File: src/hw/ihp_map.svh
// Contract
// - Data bus is 16 lines, line 15 most significant, line 0 least.
// - Register accesses carry their byte on the low eight data lines.
// - Data-port transfers always move one full 16-bit word per strobe.
// - Host presents a 3-bit register address the device decodes.
// - Write strobe low with data valid; device latches on rising edge.
// - Read strobe falls; device drives addressed content in response.
// - Chip selects are active low and pick the register block.
// - Device negates ready to stretch a cycle; host waits for release, here at most 256 cycles, then ends the cycle with a timeout flag.
`ifndef IHP_MAP_SVH
`define IHP_MAP_SVH
`define IHP_DATA_ADDR    3'h0
`define IHP_SETUP_CYC    4'h3
`define IHP_PULSE_CYC    4'h8
`define IHP_RECOV_CYC    4'h3
`define IHP_RDY_TMO      8'hFF
`define IHP_FIFO_DEPTH   16
`endif

File: src/hw/ihp_pkg.sv
package ihp_pkg;
	typedef enum logic [2:0] {
		ST_IDLE  = 3'b000,
		ST_SETUP = 3'b001,
		ST_PULSE = 3'b010,
		ST_WAIT  = 3'b011,
		ST_RECOV = 3'b100
	} ihp_state_type;
	typedef struct packed {
		logic        write;
		logic        cs1;
		logic [2:0]  addr;
		logic [15:0] wdata;
	} ihp_req_type;
	typedef struct packed {
		logic [15:0] rdata;
		logic        word16;
		logic        timeout;
	} ihp_rsp_type;
endpackage : ihp_pkg

File: src/hw/ihp_host.sv
`timescale 1ns/1ns
`include "ihp_map.svh"
module ihp_host (
	input  wire logic                 ref_clk_i,
	input  wire logic                 sys_rst_i,
	input  wire ihp_pkg::ihp_req_type req_i,
	input  wire logic                 req_valid_i,
	output logic                      req_ready_o,
	output ihp_pkg::ihp_rsp_type      rsp_o,
	output logic                      rsp_valid_o,
	input  wire logic                 rsp_ready_i,
	input  wire logic                 slave_sel_i,
	input  wire logic                 int_en_i,
	output logic                      irq_o,
	output logic      [15:0]          hd_o,
	output logic                      hd_oe_o,
	input  wire logic [15:0]          hd_i,
	output logic      [2:0]           ha_o,
	output logic                      cs0_n_o,
	output logic                      cs1_n_o,
	output logic                      diow_n_o,
	output logic                      dior_n_o,
	output logic                      rst_n_o,
	output logic                      csel_o,
	output logic                      nien_o,
	input  wire logic                 iordy_i,
	input  wire logic                 intrq_i,
	input  wire logic                 intrq_oe_i,
	input  wire logic                 iois16_n_i
);
	ihp_pkg::ihp_state_type state;
	ihp_pkg::ihp_state_type next_state;
	ihp_pkg::ihp_req_type   cur;
	ihp_pkg::ihp_req_type   next_cur;
	logic [3:0]             cnt;
	logic [3:0]             next_cnt;
	logic [7:0]             tmo;
	logic [7:0]             next_tmo;
	logic [15:0]            rdat;
	logic [15:0]            next_rdat;
	logic                   w16;
	logic                   next_w16;
	logic                   tflag;
	logic                   next_tflag;
	logic                   rsp_push;
	logic                   fifo_ready;
	logic [17:0]            fifo_out;
	logic [1:0]             rdy_s;
	logic [1:0]             irq_s;
	logic [1:0]             oe_s;
	logic [31:0]            hd_s;
	logic [1:0]             i16_s;
	logic                   rdy_sync;

	function automatic logic is_data(input ihp_pkg::ihp_req_type r);
		is_data = !r.cs1 && (r.addr == `IHP_DATA_ADDR);
	endfunction : is_data

	// Pin synchronisers
	always_ff @(posedge ref_clk_i) begin
		rdy_s <= {rdy_s[0], iordy_i};
		irq_s <= {irq_s[0], intrq_i};
		oe_s  <= {oe_s[0], intrq_oe_i};
		i16_s <= {i16_s[0], iois16_n_i};
		hd_s  <= {hd_s[15:0], hd_i};
	end
	assign rdy_sync = rdy_s[1];

	always_comb begin
		next_state = state;
		next_cur   = cur;
		next_cnt   = cnt;
		next_tmo   = tmo;
		next_rdat  = rdat;
		next_w16   = w16;
		next_tflag = tflag;
		rsp_push   = 1'b0;
		unique case (state)
			ihp_pkg::ST_IDLE: begin
				if (req_valid_i && fifo_ready) begin
					next_cur   = req_i;
					next_cnt   = `IHP_SETUP_CYC;
					next_tflag = 1'b0;
					next_state = ihp_pkg::ST_SETUP;
				end
			end
			ihp_pkg::ST_SETUP: begin
				next_cnt = cnt - 4'h1;
				if (cnt == 4'h1) begin
					next_cnt   = `IHP_PULSE_CYC;
					next_state = ihp_pkg::ST_PULSE;
				end
			end
			ihp_pkg::ST_PULSE: begin
				next_cnt = cnt - 4'h1;
				if (cnt == 4'h1) begin
					next_tmo   = `IHP_RDY_TMO;
					next_state = ihp_pkg::ST_WAIT;
				end
			end
			ihp_pkg::ST_WAIT: begin
				next_tmo = tmo - 8'h01;
				if (rdy_sync || tmo == 8'h00) begin
					next_tflag = !rdy_sync;
					next_rdat = is_data(cur) ? hd_s[31:16] :
						{8'h00, hd_s[23:16]};
					next_w16   = !i16_s[1];
					next_cnt   = `IHP_RECOV_CYC;
					next_state = ihp_pkg::ST_RECOV;
				end
			end
			ihp_pkg::ST_RECOV: begin
				next_cnt = cnt - 4'h1;
				if (cnt == 4'h1) begin
					rsp_push   = 1'b1;
					next_state = ihp_pkg::ST_IDLE;
				end
			end
			default: next_state = ihp_pkg::ST_IDLE;
		endcase
		if (sys_rst_i) begin
			next_state = ihp_pkg::ST_IDLE;
			next_cnt   = 4'h0;
			next_tmo   = 8'h00;
			next_tflag = 1'b0;
			next_w16   = 1'b0;
			next_rdat  = 16'h0000;
			next_cur   = '0;
		end
	end

	always_ff @(posedge ref_clk_i) begin
		state <= next_state;
		cur   <= next_cur;
		cnt   <= next_cnt;
		tmo   <= next_tmo;
		rdat  <= next_rdat;
		w16   <= next_w16;
		tflag <= next_tflag;
	end

	logic strobe;
	logic busy;
	assign strobe = state == ihp_pkg::ST_PULSE || state == ihp_pkg::ST_WAIT;
	assign busy   = state != ihp_pkg::ST_IDLE;

	// Pin drivers
	always_ff @(posedge ref_clk_i) begin
		ha_o     <= busy ? cur.addr : 3'h0;
		cs0_n_o  <= !(busy && !cur.cs1);
		cs1_n_o  <= !(busy && cur.cs1);
		// write strobe, data held past rise
		diow_n_o <= !(strobe && next_state != ihp_pkg::ST_RECOV && cur.write);
		dior_n_o <= !(strobe && next_state != ihp_pkg::ST_RECOV && !cur.write);
		hd_oe_o  <= busy && cur.write;
		hd_o     <= is_data(cur) ? cur.wdata : {8'h00, cur.wdata[7:0]};
		csel_o   <= slave_sel_i;
		nien_o   <= !int_en_i;
		rst_n_o  <= !sys_rst_i;
		irq_o    <= irq_s[1] && oe_s[1] && int_en_i;
		if (sys_rst_i) begin
			ha_o     <= 3'h0;
			cs0_n_o  <= 1'b1;
			cs1_n_o  <= 1'b1;
			diow_n_o <= 1'b1;
			dior_n_o <= 1'b1;
			hd_oe_o  <= 1'b0;
			hd_o     <= 16'h0000;
			csel_o   <= 1'b0;
			nien_o   <= 1'b1;
			irq_o    <= 1'b0;
		end
	end

	assign req_ready_o = (state == ihp_pkg::ST_IDLE) && fifo_ready && !sys_rst_i;

	ihp_fifo #(
		.WIDTH(18),
		.DEPTH(`IHP_FIFO_DEPTH)
	) u_fifo (
		.ref_clk_i  (ref_clk_i),
		.sys_rst_i  (sys_rst_i),
		.in_data_i  ({rdat, w16, tflag}),
		.in_valid_i (rsp_push),
		.in_ready_o (fifo_ready),
		.out_data_o (fifo_out),
		.out_valid_o(rsp_valid_o),
		.out_ready_i(rsp_ready_i)
	);
	assign rsp_o = fifo_out;

	property p_strobe_excl;
		@(posedge ref_clk_i) disable iff (sys_rst_i)
		!(!diow_n_o && !dior_n_o);
	endproperty
	a_strobe_excl: assert property (p_strobe_excl)
		else $error("both strobes low");
	property p_sel_during_strobe;
		@(posedge ref_clk_i) disable iff (sys_rst_i)
		!dior_n_o |-> (cs0_n_o ^ cs1_n_o);
	endproperty
	a_sel_during_strobe: assert property (p_sel_during_strobe)
		else $error("strobe without one chip select");
	property p_wdata_hold;
		@(posedge ref_clk_i) disable iff (sys_rst_i)
		$rose(diow_n_o) |-> hd_oe_o && $stable(hd_o);
	endproperty
	a_wdata_hold: assert property (p_wdata_hold)
		else $error("write data dropped at strobe rise");
	property p_no_rd_drive;
		@(posedge ref_clk_i) disable iff (sys_rst_i)
		!dior_n_o |-> !hd_oe_o;
	endproperty
	a_no_rd_drive: assert property (p_no_rd_drive)
		else $error("host drives bus during read");
	property p_wait_bound;
		@(posedge ref_clk_i) disable iff (sys_rst_i)
		$rose(state == ihp_pkg::ST_WAIT) |-> ##[1:258] state != ihp_pkg::ST_WAIT;
	endproperty
	a_wait_bound: assert property (p_wait_bound)
		else $error("ready wait unbounded");
	property p_csel;
		@(posedge ref_clk_i) disable iff (sys_rst_i)
		##1 csel_o == $past(slave_sel_i);
	endproperty
	a_csel: assert property (p_csel)
		else $error("cable select wrong");
	property p_irq_gate;
		@(posedge ref_clk_i) disable iff (sys_rst_i)
		!int_en_i ##1 !int_en_i |-> !irq_o && nien_o;
	endproperty
	a_irq_gate: assert property (p_irq_gate)
		else $error("irq with interrupts disabled");
	property p_addr_stable;
		@(posedge ref_clk_i) disable iff (sys_rst_i)
		!dior_n_o && !$past(dior_n_o) |-> $stable(ha_o);
	endproperty
	a_addr_stable: assert property (p_addr_stable)
		else $error("address moved in strobe");
	c_write: cover property (@(posedge ref_clk_i) $rose(diow_n_o));
	c_read: cover property (@(posedge ref_clk_i) $rose(dior_n_o));
	c_timeout: cover property (@(posedge ref_clk_i) rsp_valid_o && rsp_o.timeout);
endmodule : ihp_host

File: src/hw/ihp_fifo.sv
`timescale 1ns/1ns
module ihp_fifo #(
	parameter int WIDTH = 16,
	parameter int DEPTH = 16
) (
	input  wire logic             ref_clk_i,
	input  wire logic             sys_rst_i,
	input  wire logic [WIDTH-1:0] in_data_i,
	input  wire logic             in_valid_i,
	output logic                  in_ready_o,
	output logic      [WIDTH-1:0] out_data_o,
	output logic                  out_valid_o,
	input  wire logic             out_ready_i
);
	localparam int AW = $clog2(DEPTH);
	logic [WIDTH-1:0] mem [DEPTH];
	logic [AW-1:0]    wr_ptr;
	logic [AW-1:0]    rd_ptr;
	logic [AW:0]      count;
	logic [AW-1:0]    next_wr_ptr;
	logic [AW-1:0]    next_rd_ptr;
	logic [AW:0]      next_count;
	logic             push;
	logic             pop;
	assign in_ready_o  = (count != DEPTH[AW:0]);
	assign out_valid_o = (count != '0);
	assign out_data_o  = mem[rd_ptr];
	assign push = in_valid_i && in_ready_o;
	assign pop  = out_valid_o && out_ready_i;
	always_comb begin
		next_wr_ptr = push ? wr_ptr + 1'b1 : wr_ptr;
		next_rd_ptr = pop ? rd_ptr + 1'b1 : rd_ptr;
		next_count  = count + {{AW{1'b0}}, push} - {{AW{1'b0}}, pop};
		if (sys_rst_i) begin
			next_wr_ptr = '0;
			next_rd_ptr = '0;
			next_count  = '0;
		end
	end
	always_ff @(posedge ref_clk_i) begin
		wr_ptr <= next_wr_ptr;
		rd_ptr <= next_rd_ptr;
		count  <= next_count;
		if (push)
			mem[wr_ptr] <= in_data_i;
	end
endmodule : ihp_fifo

File: config.mk
export PLATFORM = sky130hd
export DESIGN_NAME = ihp_host
export DESIGN_NICKNAME = d
export VERILOG_FILES = /design/src/hw/ihp_pkg.sv /design/src/hw/ihp_host.sv /design/src/hw/ihp_fifo.sv
export VERILOG_INCLUDE_DIRS = /design/src /design/src/hw
export SDC_FILE = /design/constraint.sdc
export NUM_CORES = 1
export LEC_CHECK = 0
export BUFFER_PORTS_ARGS = -buffer_cell sky130_fd_sc_hd__buf_2
export CORE_UTILIZATION = 50
export DETAILED_ROUTE_END_ITERATION = 7
export PLACE_DENSITY = 0.66
export SETUP_SLACK_MARGIN = 0.02
export SYNTH_ARGS = -nofsm -noshare
export SYNTH_HDL_FRONTEND = slang
export SYNTH_SLANG_ARGS = --single-unit
File: constraint.sdc
create_clock -name ref_clk_i -period 5.2 [get_ports ref_clk_i]
set_input_delay 0.78 -clock ref_clk_i [delete_from_list [all_inputs] [get_ports ref_clk_i]]
set_output_delay 0.78 -clock ref_clk_i [all_outputs]
set_load 0.03 [all_outputs]
==> out/qor.yml, run 1 <==
synth:
  synth_ff_type: "edfxtp_1"
  netlist_area_um2: 15500
  synth_nets: 921
  synth_compound_area_share_pct: 2.53
  synth_edf_count: 288
  netlist_instances: 858
  synth-xor-area-share_pct: 0.949
  synth_top_family_by_area: "multiplexers"
  ys_seq_elements: 427
  synth_mux_area_share_pct: 14.5
  async_reset_ff_share_pct: 0
  synth_fa_ha_area_share_pct: 1.34
  ys_seq_area_share_pct: 73.5
  synth_cell_type_count: 56
  yosysWarningCount: 0
  syn_area_per_cell_um2: 18.1
  synth-simple-area-share_pct: 5.47
global_route:
  use_met2_pct: 31.9
  grt_overflow_total: 0
  grt_pass1_vias: 7852
  grt_start_max_net_pins: 40
  grtUsageTotal_pct: 19.7
  grt.busiest_layer: "met2"
  grt_pass1_wl_um: 46300
  grt_util_met3_pct: 4.35
  antenna_found_initial: 1
  grtUsageMet1_pct: 27.0
cells_and_area:
  layout_commonest_cell: "edfxtp_1"
  drive_gt1_share_pct: 29.4
  final_nets: 1032
  layout-area-overhead-vs-synth_pct: 15.1
  n_antenna_cell: 0
  layout_common_cells: "edfxtp_1 (288), dfxtp_1 (137), buf_2 (94), mux4_2 (90), clkbuf_16 (45)"
  fin_util_pct: 58.5
pwr:
  p_seq_share_pct: 48.2
  combinationalPowerShare_pct: 15.7
  intPower_w: 0.00611
  finalPower_w: 0.00812
  clockPowerShare_pct: 36.1
  power.leakage_nw: 6.25
  irDropWorstVdd_uv: 263
  switchingPower_w: 0.00200
  switching_share_pct: 24.7
  power_density_nw_per_um2: 453
worst_setup_path:
  cp.buffers_inverters: 2
  critPathMostFrequentCell: "mux4_2"
  rr_endpoint: "u_fifo.count[4]"
  critPathKind: "flop to output pin"
  endpoint: "rsp_o[6]"
  r2r_start: "u_fifo.count[2]"
  slowest_delay_ns: 0.87
  cp-end-kind: "output pin"
  worst_ep_arrival_time_ns: 3.08
  crit_cells: 4
  cp_slowest_cell: "dfxtp_4"
  reg2reg_setup_slack_ns: 2.19
  crit_chain: "buf_12 > mux4_2 > mux4_2 > buf_2"
  crit_family: "multiplexers"
  worstPathMaxFanout: 39
  cp-start-kind: "flop"
  r2r_cells: 14
  required_ns: 4.42
clocking:
  cts.root.buffer_cell: "clkbuf_16"
  htreeDepth: 2
  postCtsSetupBuffers: 0
  path_clk_slew_ns: 0.06
  ctsHoldBuffers: 0
  clock_latency_ns: 0.53
  cts_made_buffers: 43
  clock_path_buffers: 3
  cts_tree: "yes"
  cts_resized: 0
  cts.sinks: 427
die:
  coreArea_um2: 30600
  dieWidth_um: 178
  ios: 95
  row_count: 64
  start_util_pct: 50.8
  die_y_um: 178
  die_area_um2: 31800
timing:
  min_period_ns: 3.86
  fin_skew_ns: 0.0108
  fin_crit_sh_pct: 74.2
  max-slew-margin-rel_pct: 33.3
  hold_violations: 0
  worst_slack_ns: 1.34
  slew_violations: 0
  worst_pin_slew_ns: 0.997
  final.setup.tns_ns: 0
  rsz0062_at_grt: "false"
  holdWs_ns: 0.325
  clock.fmax_ghz: 0.259
  final-setup-viol-count: 0
run:
  max_cap_viol_count: 0
routing:
  ant_nets: 0
  dr.first_iter.drc_count: 608
  wl_per_cell_um: 21.7
  post-route-drc-count: 0
  avgViaCountPerCell: 5.55
  wl_um: 30400
  dr.pass1.iters: 5
  vias: 7768
placed_design:
  dp_worst_setup_slack_ns: 1.82
  hpwl_um: 16900
  portBuffers: 94
  gp_congestion: 0.732
hold_path:
  hold_path_class: "flop to flop"
  holdPathStages: 0
outcome:
  outcome: "finished, final reports clean"
[sequential cells by signal, summed over array words and instances (netlist names), 2 cells and up, named ones only]
| register | flops |
|---|---|
| cnt | 4 |
| cur | 21 |
| ha_o | 3 |
| hd_o | 16 |
| hd_s | 32 |
| i16_s | 2 |
| irq_s | 2 |
| oe_s | 2 |
| rdat | 16 |
| rdy_s | 2 |
| state | 3 |
| tmo | 8 |
| u_fifo.count | 5 |
| u_fifo.mem | 288 |
| u_fifo.rd_ptr | 4 |
| u_fifo.wr_ptr | 4 |
[stage by stage]
stage	cell area, um^2	cells
floorplan	15500	858
global placement	16500	1320
detailed placement	16500	1320
CTS	17900	1399
global route	17900	1399
finish	17900	1399
[logic make-up (layout without fill, tap and decap cells)]
logic type,after synthesis,in the layout
DFF,427,427
xor gates and xnor gates,16,16
adders and majority gates,16,16
buffers and inverters,65,210
muxes,112,112
and+or+nand+nor,159,159
AOI/OAI and AO/OA,63,63
[metal layers]
metal | wire length, um | vias up
met5 | 0 | -
met3 | 2230 | 45
met1 | 13100 | 3883
met2 | 14500 | 291
met4 | 585 | 0
li1 | - | 3549
[area by class of cell]
| class | instances | area (um^2) |
|---|---|---|
| clock buffer | 64 | 1260 |
| clock inverter | 15 | 100 |
| fill | 2325 | 12700 |
| inverter | 19 | 71.3 |
| multi-input combinational | 366 | 3920 |
| sequential | 427 | 11400 |
| tap | 396 | 495 |
| timing repair buffer | 112 | 618 |
[power groups by stage]
stage          logic, W  registers (W)  clock network (W)
2_1_floorplan   0.00110        0.00389                  0
3_3_place_gp    0.00127        0.00399                  0
3_5_place_dp    0.00129        0.00399                  0
4_1_cts         0.00130        0.00392            0.00300
5_1_grt         0.00139        0.00394            0.00312
6_report        0.00128        0.00391            0.00293
[worst min path at each step]
| stage | from | endpoint | slack (ns) |
|---|---|---|---|
| 6_report | hd_s[5] | hd_s[21] | 0.32 |
| 5_1_grt | hd_s[6] | hd_s[22] | 0.33 |
| 4_1_cts | iois16_n_i | i16_s[0] | 0.32 |
| 3_5_place_dp | hd_s[3] | hd_s[19] | 0.31 |
| 3_3_place_gp | irq_s[0] | irq_s[1] | 0.31 |
| 2_1_floorplan | hd_s[0] | hd_s[16] | 0.31 |
[cells in the mapped netlist (all sizes together) (2+ instances only)]
cell type    n  area share (%)
nand3       15            0.48
and4bb       2            0.16
edfxtp     288              56
inv         19            0.46
a2bb2oi      8            0.45
a211oi       2           0.097
a21oi       22            0.71
nand4b       3            0.17
nor3         9            0.32
and2         9            0.37
nand3b       4            0.19
mux4        90              13
nand4        3            0.12
xnor2        7            0.39
a31oi        4            0.16
and3         6            0.24
ha          15             1.2
mux2i       22             1.4
clkbuf      30            0.72
buf         16            0.56
o21ai       14            0.45
a21o         2           0.097
nor2        53             1.3
nor4         2            0.12
nand2b       4            0.16
a221oi       5            0.28
nor3b        3            0.14
or2          2           0.080
xor2         9            0.56
or3b         3            0.17
or4b         2            0.15
nand2       22            0.53
nor2b       13            0.52
dfxtp      139              18
Power figures use the tool's default switching activity.
==> inputs of run 2 (changes only) <==
Clock period 5.2 ns to 3.9 ns, I/O delays scaled along.
==> out/qor.yml, run 2 (synthesis gave the netlist of run 1 again) <==
outcome:
  outcome: "finished, final reports clean"
placed_design:
  hpwl_um: 17400  # +3.0%
  placed_area_um2: 16600  # +0.62%
  portBuffers: 94  # unchanged
  gp_congestion: 0.774  # +5.8%
global_route:
  grt_pass1_vias: 7946  # +1.2%
  grt_overflow_total: 0  # unchanged
  grt_pass1_wl_um: 45600  # -1.5%
  grt_start_max_net_pins: 48  # +20%
  grtUsageTotal_pct: 19.4  # -0.28 points
  antenna_found_initial: 0  # -1
timing:
  max-slew-margin-rel_pct: 34.8  # +1.5 points
  final-setup-viol-count: 0  # unchanged
  clock.fmax_ghz: 0.296
  fin_skew_ns: 0.0159  # +0.00513 ns
  worst_pin_slew_ns: 0.975  # -0.0220 ns
  slew_violations: 0  # unchanged
  fin_crit_sh_pct: 86.5
  min_period_ns: 3.38
  holdWs_ns: 0.142  # -0.182 ns
  final.setup.tns_ns: 0  # unchanged
  rsz0062_at_grt: "false"
  hold_violations: 0  # unchanged
worst_setup_path:
  crit_chain: "buf_4 > mux4_2 > mux4_2 > buf_2"
  r2r_cells: 14  # unchanged
  worstPathMaxFanout: 24  # -38%
  cp-end-kind: "output pin"
  crit_family: "multiplexers"
  cp.buffers_inverters: 2  # unchanged
  r2r_start: "u_fifo.count[3]"
  cp-start-kind: "flop"
  worst_ep_arrival_time_ns: 2.79  # -0.29 ns
  reg2reg_setup_slack_ns: 0.89  # -1.30 ns
  slowest_delay_ns: 0.69  # -0.18 ns
  critPathKind: "flop to output pin"
  rr_endpoint: "u_fifo.count[4]"
  required_ns: 3.31  # -1.11 ns
  cp_slowest_cell: "dfxtp_4"
  critPathMostFrequentCell: "mux4_2"
cells_and_area:
  nFillCells: 2319  # -0.26%
  largestRegisters: "u_fifo.mem (288), hd_s (32), cur (21)"
  n_antenna_cell: 0  # unchanged
  layout_common_cells: "edfxtp_1 (288), dfxtp_1 (137), buf_2 (94), mux4_2 (90), clkbuf_16 (44)"
  regMostFlops: "u_fifo.mem"
  layout-area-overhead-vs-synth_pct: 15.7
  fin_util_pct: 58.8  # +0.29 points
  drive_gt1_share_pct: 30.3  # +0.92 points
  multi_input_area_um2: 3900  # -0.64%
  final_cell_area_um2: 18000  # +0.50%
  layout_commonest_cell: "edfxtp_1"
  largest_register_ffs: 288  # unchanged
  final_nets: 1043  # +1.1%
  seq_area_um2: 11400  # unchanged
routing:
  post-route-drc-count: 0  # unchanged
  dr.pass1.iters: 4  # -1
  dr.first_iter.drc_count: 600  # -1.3%
  vias: 7794  # +0.33%
  avgViaCountPerCell: 5.55  # about the same
  wl_per_cell_um: 21.0  # -3.2%
  wl_um: 29500  # -2.8%
  ant_nets: 0  # unchanged
die:
  die_y_um: 178  # unchanged
  row_count: 64  # unchanged
  ios: 95  # unchanged
  die_area_um2: 31800  # unchanged
  coreArea_um2: 30600  # unchanged
  dieWidth_um: 178  # unchanged
  start_util_pct: 50.8  # unchanged
run:
  max_cap_viol_count: 0  # unchanged
hold_path:
  whs_endpoint: "hd_s[6]"
  hold_path_class: "input pin to flop"
  holdPathStages: 1  # +1
  min_from: "hd_i[6]"
clocking:
  postCtsSetupBuffers: 0  # unchanged
  clock_latency_ns: 0.54  # about the same
  ctsHoldBuffers: 0  # unchanged
  htreeDepth: 2  # unchanged
  cts.sinks: 427  # unchanged
  clock_path_buffers: 3  # unchanged
  cts_resized: 0  # unchanged
  path_clk_slew_ns: 0.06  # about the same
  cts_made_buffers: 42  # -2.3%
  cts_tree: "yes"
  cts.root.buffer_cell: "clkbuf_16"
pwr:
  p_seq_share_pct: 47.8  # -0.4 points
  irDropWorstVdd_uv: 373  # +42%
  switchingPower_w: 0.00268  # +34%
  power_density_nw_per_um2: 603  # +33%
  clockPowerShare_pct: 35.8  # -0.3 points
  combinationalPowerShare_pct: 16.3  # +0.6 points
  switching_share_pct: 24.7  # about the same
  intPower_w: 0.00817  # +34%
  power.leakage_nw: 6.31  # +0.85%
## run 2: cell types whose count changed in the layout (fill, tap and decap cells not counted), sizes merged
cell / change
bufinv: +1
buf: +12
inv: +1
clkbuf: -6
clkinv: -1
clkinvlp: -1
## run 2: worst register-to-register path, stage by stage (launching register included)
cell and delay, ns:
dfxtp_1 0.32, inv_1 0.08, ha_1 0.18, or4b_2 0.66, nand2_1 0.16, inv_1 0.06, ha_1 0.28, inv_1 0.06
ha_1 0.15, inv_1 0.06, fa_1 0.39, nor2b_1 0.16, o21bai_1 0.10, a21oi_1 0.16, nor3b_1 0.06
## run 2: metal layers
metal  track usage (%)  up-vias  wire [um]
li1                  -     3566          -
met1              25.7     3915      12300
met2              32.5      266      14600
met3              4.18       47       2060
met4              5.51        0        585
met5                 0        -          0
## run 2: area by class of cell
type	instances	share of cell area (%)
inverter	19	0.396
sequential	427	63.6
timing repair buffer	124	4.14
multi-input combinational	366	21.7
tap	396	2.75
clock inverter	15	0.821
clock buffer	58	6.66
## run 2: power groups by stage
stage | Combinational (W) | Clock (W) | Sequential, W
after floorplan | 0.00146 | 0 | 0.00518
after global placement | 0.00178 | 0 | 0.00529
after detailed placement | 0.00180 | 0 | 0.00529
after CTS | 0.00181 | 0.00397 | 0.00520
after global routing | 0.00193 | 0.00413 | 0.00522
final | 0.00177 | 0.00389 | 0.00519
## run 2: worst max path at each step
| stage | slack [ns] | endpoint | depth (start not counted) | startpoint |
|---|---|---|---|---|
| global placement | 1.00 | u_fifo.count[4] | 14 | u_fifo.count[3] |
| detailed placement | 0.89 | u_fifo.count[4] | 14 | u_fifo.count[3] |
| floorplan | 0.57 | u_fifo.mem[3][0] | 7 | cnt[1] |
| CTS | 0.43 | rsp_o[5] | 4 | flop |
| finish | 0.52 | rsp_o[5] | 4 | flop |
| global route | 0.37 | rsp_o[5] | 4 | flop |
## run 2: metrics by stage
step	total power [W]	cells	setup slack, ns
floorplan	0.00664	858	0.569
global route	0.0113	1405	0.370
CTS	0.0110	1405	0.429
finish	0.0109	1405	0.525
global placement	0.00707	1332	1.00
detailed placement	0.00710	1332	0.888
